### config.mk
export PLATFORM = sky130hd
export DESIGN_NAME = svdc_top
export DESIGN_NICKNAME = d
export VERILOG_FILES = /design/src/verilog/svdc_pkg.sv /design/src/verilog/svdc_top.sv
export SDC_FILE = /design/constraint.sdc
export NUM_CORES = 1
export LEC_CHECK = 0
export BUFFER_PORTS_ARGS = -buffer_cell sky130_fd_sc_hd__buf_4
export CORE_UTILIZATION = 47
export CTS_CLUSTER_DIAMETER = 120
export DETAILED_ROUTE_END_ITERATION = 7
export PLACE_DENSITY = 0.76
export SLEW_MARGIN = 20
export SYNTH_ARGS = -nofsm -noshare
export SYNTH_HDL_FRONTEND = slang
export SYNTH_SLANG_ARGS = --single-unit
### constraint.sdc
create_clock -name ref_clk -period 1.95 [get_ports ref_clk]
set_input_delay 0.195 -clock ref_clk [delete_from_list [all_inputs] [get_ports ref_clk]]
set_output_delay 0.195 -clock ref_clk [all_outputs]
set_load 0.01 [all_outputs]
### src/verilog/svdc_pkg.sv
// Constants and types for the supply voltage detect control block
`default_nettype none

package svdc_pkg;

    // Register index as printed, byte address is four times it
    localparam logic [17:0] SVDC_CTRL_INDEX  = 18'h0FF12;
    localparam logic [19:0] SVDC_CTRL_ADDR   = {SVDC_CTRL_INDEX, 2'b00};
    localparam int          SVDC_ADDR_W      = 20;
    localparam int          SVDC_DATA_W      = 32;

    // Field positions in the control register
    localparam int          SVDC_AUTO_BIT    = 5;
    localparam int          SVDC_CONT_BIT    = 4;
    localparam int          SVDC_LEVEL_LSB   = 0;
    localparam int          SVDC_LEVEL_W     = 4;

    // Reset values
    localparam logic [3:0]  SVDC_LEVEL_RST   = 4'h0;
    localparam logic        SVDC_AUTO_RST    = 1'b0;
    localparam logic        SVDC_CONT_RST    = 1'b0;

    // Clock rate and timing figures
    localparam int          SVDC_CLK_HZ      = 25000000;
    localparam int          SVDC_DECISION_US = 7800;   // 7.8 ms
    localparam int          SVDC_AUTO_PER_S  = 4;      // 1/4 Hz
    // Decision time in whole cycles; the MHz factor truncates, nothing rounds up
    localparam int          SVDC_DECISION_CYC =
        (SVDC_DECISION_US * (SVDC_CLK_HZ / 1000000) + 0);
    localparam int          SVDC_AUTO_CYC    = SVDC_AUTO_PER_S * SVDC_CLK_HZ;

    // Software-held control fields
    typedef struct packed {
        logic auto_sample_enable;
        logic continuous_sample_on;
    } svdc_ctrl_t;

    // Sampling sequencer states
    typedef enum logic [1:0] {
        SVDC_IDLE = 2'b01,
        SVDC_CONV = 2'b10
    } svdc_state_t;

endpackage

`default_nettype wire

### src/verilog/svdc_top.sv
// Supply voltage detect control with Avalon-MM register slave
`default_nettype none

module svdc_top
    import svdc_pkg::*;
#(
    parameter int DECISION_CYC = SVDC_DECISION_CYC,
    parameter int AUTO_CYC     = SVDC_AUTO_CYC
) (
    // Clock and reset
    input  wire logic                   ref_clk,
    input  wire logic                   rst_n,
    // Avalon-MM slave
    input  wire logic [SVDC_ADDR_W-1:0] avs_address,
    input  wire logic                   avs_read,
    input  wire logic                   avs_write,
    input  wire logic [SVDC_DATA_W-1:0] avs_writedata,
    input  wire logic [3:0]             avs_byteenable,
    output var  logic [SVDC_DATA_W-1:0] avs_readdata,
    output var  logic                   avs_waitrequest,
    // Analog detector side
    input  wire logic [3:0]             supply_level,
    output var  logic                   sense_enable,
    output var  logic [3:0]             detect_level,
    // Sleep entry from the core, same clock
    input  wire logic                   sleep_clear
);

    localparam int DW = (DECISION_CYC > 1) ? $clog2(DECISION_CYC) : 1;
    localparam int AW = (AUTO_CYC > 1) ? $clog2(AUTO_CYC) : 1;
    localparam logic [DW-1:0] DEC_LAST = DW'(DECISION_CYC - 1);
    localparam logic [AW-1:0] AUTO_LAST = AW'(AUTO_CYC - 1);

    svdc_ctrl_t    ctrl;
    svdc_state_t   state;
    logic [DW-1:0] dec_cnt;
    logic [AW-1:0] auto_cnt;
    logic          auto_tick;
    logic          auto_pend;
    logic          first_pend;
    logic [3:0]    level;
    logic [3:0]    lvl_meta;
    logic [3:0]    lvl_sync;
    logic          hit;
    logic          acc_write;
    logic          start_conv;
    logic          conv_done;
    logic          busy;
    logic [7:0]    ctrl_view;
    logic [SVDC_DATA_W-1:0] next_readdata;

    // Two-flop synchroniser for the analog level pins
    always_ff @(posedge ref_clk or negedge rst_n) begin
        if (!rst_n) begin
            lvl_meta <= 4'h0;
            lvl_sync <= 4'h0;
        end else begin
            lvl_meta <= supply_level;
            lvl_sync <= lvl_meta;
        end
    end

    // Address decode for the single control word
    always_comb begin
        if (avs_address == SVDC_CTRL_ADDR) begin
            hit = 1'b1;
        end else begin
            hit = 1'b0;
        end
    end

    // Write lands only at the edge that sees waitrequest low
    assign acc_write = avs_write && !avs_waitrequest && hit && avs_byteenable[0];

    // Bus handshake: one wait cycle, then a one-cycle acknowledge
    always_ff @(posedge ref_clk or negedge rst_n) begin
        if (!rst_n) begin
            avs_waitrequest <= 1'b1;
        end else if ((avs_read || avs_write) && avs_waitrequest) begin
            avs_waitrequest <= 1'b0;
        end else begin
            avs_waitrequest <= 1'b1;
        end
    end

    // Busy while any sampling runs or continuous mode holds the circuit on
    // first sample busy
    assign busy = first_pend || (state == SVDC_CONV) || ctrl.continuous_sample_on;

    // Register image; upper bits tie low
    // bits 7:6 zero
    always_comb begin
        ctrl_view = 8'h00;
        ctrl_view[SVDC_AUTO_BIT] = ctrl.auto_sample_enable;
        ctrl_view[SVDC_CONT_BIT] = busy;
        ctrl_view[SVDC_LEVEL_LSB +: SVDC_LEVEL_W] = level;
    end

    // Unmapped reads answer zero
    always_comb begin
        if (hit) begin
            next_readdata = {24'h000000, ctrl_view};
        end else begin
            next_readdata = 32'h00000000;
        end
    end

    // Read data captured while waiting so it stands at the acknowledge edge
    // old level until update
    always_ff @(posedge ref_clk or negedge rst_n) begin
        if (!rst_n) begin
            avs_readdata <= 32'h00000000;
        end else if (avs_read && avs_waitrequest) begin
            avs_readdata <= next_readdata;
        end
    end

    // Control bits; sleep entry forces both off and wins over a write
    // continuous on/off
    always_ff @(posedge ref_clk or negedge rst_n) begin
        if (!rst_n) begin
            ctrl.auto_sample_enable   <= SVDC_AUTO_RST;
            ctrl.continuous_sample_on <= SVDC_CONT_RST;
        end else if (sleep_clear) begin
            ctrl.auto_sample_enable   <= 1'b0;
            ctrl.continuous_sample_on <= 1'b0;
        end else if (acc_write) begin
            ctrl.auto_sample_enable   <= avs_writedata[SVDC_AUTO_BIT];
            ctrl.continuous_sample_on <= avs_writedata[SVDC_CONT_BIT];
        end
    end

    // Four-second divider, runs only while auto mode is on
    // four second tick
    always_ff @(posedge ref_clk or negedge rst_n) begin
        if (!rst_n) begin
            auto_cnt  <= '0;
            auto_tick <= 1'b0;
        end else if (!ctrl.auto_sample_enable) begin
            auto_cnt  <= '0;
            auto_tick <= 1'b0;
        end else if (auto_cnt == AUTO_LAST) begin
            auto_cnt  <= '0;
            auto_tick <= 1'b1;
        end else begin
            auto_cnt  <= auto_cnt + 1'b1;
            auto_tick <= 1'b0;
        end
    end

    // Pending auto sample; a tick in the start cycle is kept
    // queue auto sample
    always_ff @(posedge ref_clk or negedge rst_n) begin
        if (!rst_n) begin
            auto_pend <= 1'b0;
        end else if (auto_tick) begin
            auto_pend <= 1'b1;
        end else if (start_conv || !ctrl.auto_sample_enable) begin
            auto_pend <= 1'b0;
        end
    end

    // Start a conversion when idle and something asks for one
    assign start_conv = (state == SVDC_IDLE) &&
                        (first_pend || auto_pend || ctrl.continuous_sample_on);

    // End of decision time
    // decision time count
    assign conv_done = (state == SVDC_CONV) && (dec_cnt == DEC_LAST);

    // Sequencer; a running conversion always completes so the level
    // never holds a half-settled reading
    always_ff @(posedge ref_clk or negedge rst_n) begin
        if (!rst_n) begin
            state <= SVDC_IDLE;
        end else begin
            case (state)
                SVDC_IDLE: begin
                    if (start_conv) begin
                        state <= SVDC_CONV;
                    end
                end
                SVDC_CONV: begin
                    if (conv_done) begin
                        state <= SVDC_IDLE;
                    end
                end
                default: begin
                    state <= SVDC_IDLE;
                end
            endcase
        end
    end

    // Decision time counter
    // wait full time
    always_ff @(posedge ref_clk or negedge rst_n) begin
        if (!rst_n) begin
            dec_cnt <= '0;
        end else if (state != SVDC_CONV) begin
            dec_cnt <= '0;
        end else if (!conv_done) begin
            dec_cnt <= dec_cnt + 1'b1;
        end
    end

    // First sample after reset is owed until its conversion ends
    // first sample
    always_ff @(posedge ref_clk or negedge rst_n) begin
        if (!rst_n) begin
            first_pend <= 1'b1;
        end else if (conv_done) begin
            first_pend <= 1'b0;
        end
    end

    // Level updates only at the end of a conversion
    // load first result
    always_ff @(posedge ref_clk or negedge rst_n) begin
        if (!rst_n) begin
            level <= SVDC_LEVEL_RST;
        end else if (conv_done) begin
            level <= lvl_sync;
        end
    end

    // Registered copies for the analog side
    always_ff @(posedge ref_clk or negedge rst_n) begin
        if (!rst_n) begin
            sense_enable <= 1'b0;
            detect_level <= SVDC_LEVEL_RST;
        end else begin
            sense_enable <= start_conv || ((state == SVDC_CONV) && !conv_done);
            detect_level <= conv_done ? lvl_sync : level;
        end
    end

endmodule

`default_nettype wire

==> run metrics <==
first-pass GRT wire length 11.6 mm; data arrival time of the critical path approximately 2000 ps; IO Count slightly above 100; final hold violation count 0; Iteration-0 DRC Markers 115; fillcell total about 640; worst-case reg-to-reg path depth 6; EDFF count, synth 0; GR Overflow Total 0; core area ~7300 µm²; Final HPWL DP between 5 and 6 mm; most common library cell in the layout ignoring fill and taps dfrtp_1; Gate Count Post-Synth between 300 and 400; pwr dens between 600 and 700 nW/µm²; Global Route Usage Sum a little under a fifth; Initial Utilization between 40% and 50%; Sw Share approximately 23%; sequential share of power 54.0%; clock share of power between 40 and 50%; Hold Crit Endpoint avs_waitrequest; WHS Path Cells 2; fin. max-slew vios 0; fin crit period around 1800 ps; register area share after synthesis around half; latest clock arrival within the worst-skew pair approximately 340 ps; multi-input logic area approximately 1600 µm²; top cell type by total area after synthesis dfrtp_1; max-cap viol count 0; Crit Path Category reg2reg; FF+latch count, synth ~70; Primary FF master, synth dfrtp_1; clk_skew around 11 ps; Sequential cell area ~1800 µm²; drt total wl slightly above 7 mm; synthesized area per cell approximately 10 µm²; largest net degree at the start of global routing 39; Final Setup Violations 0; startpoint types flop; vias roughly 2800; die footprint 7950 µm²; Die W about 90 µm; initial antenna violation count 0; R2R Path Start dec_cnt[1]; status finished, final reports clean; layout cells sized above 1 a little over a fifth; asr flop ratio synth 100%; CTS sink count between 70 and 80; Max Fclk between 500 and 600 MHz; Synth area leaders dfrtp_1, buf_4, xor2_1; TritonCTS Buffers 9; Cell variety after synth 46; Post-Place Cells between 400 and 500; Clock transition at path regs roughly 80 ps; Peak VDD IR ~530 µV; Ys Warns 0; Comb pwr share under 10%; HP Class in2reg; Residual DRC 0; Max H-tree Level 3; most frequent cells in the layout dfrtp_1, buf_4, nand2_1, conb_1, nor2_1; Vias/cell 5.31; die height approximately 89 µm; Post-layout nets around 480; reg2reg setup slack between 100 and 150 ps; CTS root buffer clkbuf_8; Worst Path Required roughly 2200 ps; remaining antenna violation count after routing 0; synth-to-layout area growth 19.2%; setup TNS 0 ps; count of input and output buffers between 40 and 50; Final Non-Filler Cells roughly 520; switching power roughly 640 µW; vias in the first global route 2544; Leakage approximately 0.0018 µW; Tcrit/Tclk final about 93%; FF-to-FF End level[1]; RSZ-0062 raised after global routing no; Yosys top cell area share roughly 48%; FP Rows 31; CTS tree yes; synthesized area about 3600 µm²; clk buf depth 2; crit end category flop; hold path start avs_read; WL/cell about 14 µm; DR pass1 iterations 4; top fanout value on the critical path 5; Placer Congestion 0.774; diode count 0; internal power 2150 µW
-- power by group through the flow --
stage | registers (µW) | clock network (µW) | logic, µW
2_1_floorplan | 1540 | 0 | 73.0
3_3_place_gp | 1540 | 0 | 122
3_5_place_dp | 1540 | 0 | 125
4_1_cts | 1510 | 1190 | 133
5_1_grt | 1510 | 1250 | 150
6_report | 1510 | 1150 | 132
-- through the flow --
step / worst slack [ps] / power [µW] / instance area (µm²) / util (%) / hold WS [ps]
floorplan: 119 / 1610 / 3660 / - / -101
global placement: 70.7 / 1660 / 3990 / 54.7 / 175
detailed placement: 7.98 / 1660 / 3990 / 54.7 / 181
CTS: 32.5 / 2830 / 4240 / 58.1 / 3.72
global route: 12.9 / 2910 / 4260 / 58.4 / 38.2
finish: 130 / 2800 / 4260 / 58.4 / 17.5
-- worst max-delay path, stage by stage (launching register included) --
cell,delay [ps]
dfrtp_1,390
ha_2,240
nor4bb_4,330
nand3_2,130
nor3_2,130
buf_4,170
mux2_2,330
-- per-layer routing --
metal  routed length [µm]  share of wire (%)  GRT usage, %
met1                 3050                 42          23.9
met2                 3850                 53          32.1
met3                  208                2.9          6.00
met4                   95                1.3          5.63
met5                    0                  0             0
-- worst max path at each step --
stage                startpoint  cells past startpoint  slack, ps            to
floorplan           auto_cnt[0]                      7        120  auto_cnt[22]
global placement     dec_cnt[1]                      6         70      level[2]
detailed placement   dec_cnt[1]                      6          8      level[2]
CTS                  dec_cnt[1]                      6         30      level[2]
global route         dec_cnt[1]                      6         10      level[2]
finish               dec_cnt[1]                      6        130      level[1]
-- cell usage after synthesis, types with 2 or more instances --
library cell / count
a21oi_1: 21
and2_1: 4
and3_1: 9
and4_1: 6
buf_2: 2
buf_4: 27
buf_6: 3
clkbuf_1: 3
dfrtp_1: 69
dfstp_2: 3
ha_1: 2
inv_1: 4
mux2_2: 4
mux2i_1: 4
nand2_1: 31
nand2b_1: 8
nand3_1: 18
nand4_1: 12
nor2_1: 25
nor2b_1: 3
nor3_1: 5
nor4b_1: 2
o21ai_0: 17
o22ai_1: 2
o31ai_1: 12
or3_1: 8
or4_1: 11
xnor2_1: 3
xor2_1: 16
-- sequential cells by signal, indices dropped and copies added, names as in the netlist --
| register | cells |
|---|---|
| avs_readdata | 6 |
| first_pend | 1 |
| dec_cnt | 18 |
| sense_enable | 1 |
| level | 4 |
| lvl_sync | 4 |
| avs_waitrequest | 1 |
| auto_pend | 1 |
| auto_cnt | 27 |
| lvl_meta | 4 |
| ctrl | 2 |
| state | 2 |
| auto_tick | 1 |
-- cell families (layout without fill, tap and decap cells) --
logic type | count (synthesis) | after routing | share of synthesized area [%]
and+or+nand+nor | 152 | 152 | 23.9
DFF | 72 | 72 | 50.6
AOI/OAI and AO/OA | 57 | 57 | 9.88
buffers and inverters | 40 | 83 | 7.78
xor gates and xnor gates | 19 | 19 | 4.66
muxes | 8 | 8 | 2.38
adders and majority gates | 2 | 2 | 0.701
other | 1 | 26 | 0.105
-- timing repair --
item / 4_1_cts / 5_1_grt
hold buffers: 5 / 0
buffers inserted: 0 / 0
setup endpoints to repair: 4 / 10
pin swaps: 0 / 1
endpoints found under the hold margin: 37 / 0
gates resized for setup: 1 / 4
-- layout make-up --
cell class	instances	share of cell area, %
Sequential cell	72	42.4
Clock inverter	7	1.71
Tap cell	99	2.91
Multi-Input combinational cell	264	37.7
Clock buffer	9	2.91
Inverter	4	0.353
Timing Repair Buffer	63	12.0
Note: power is estimated with default switching activity, not from simulation.
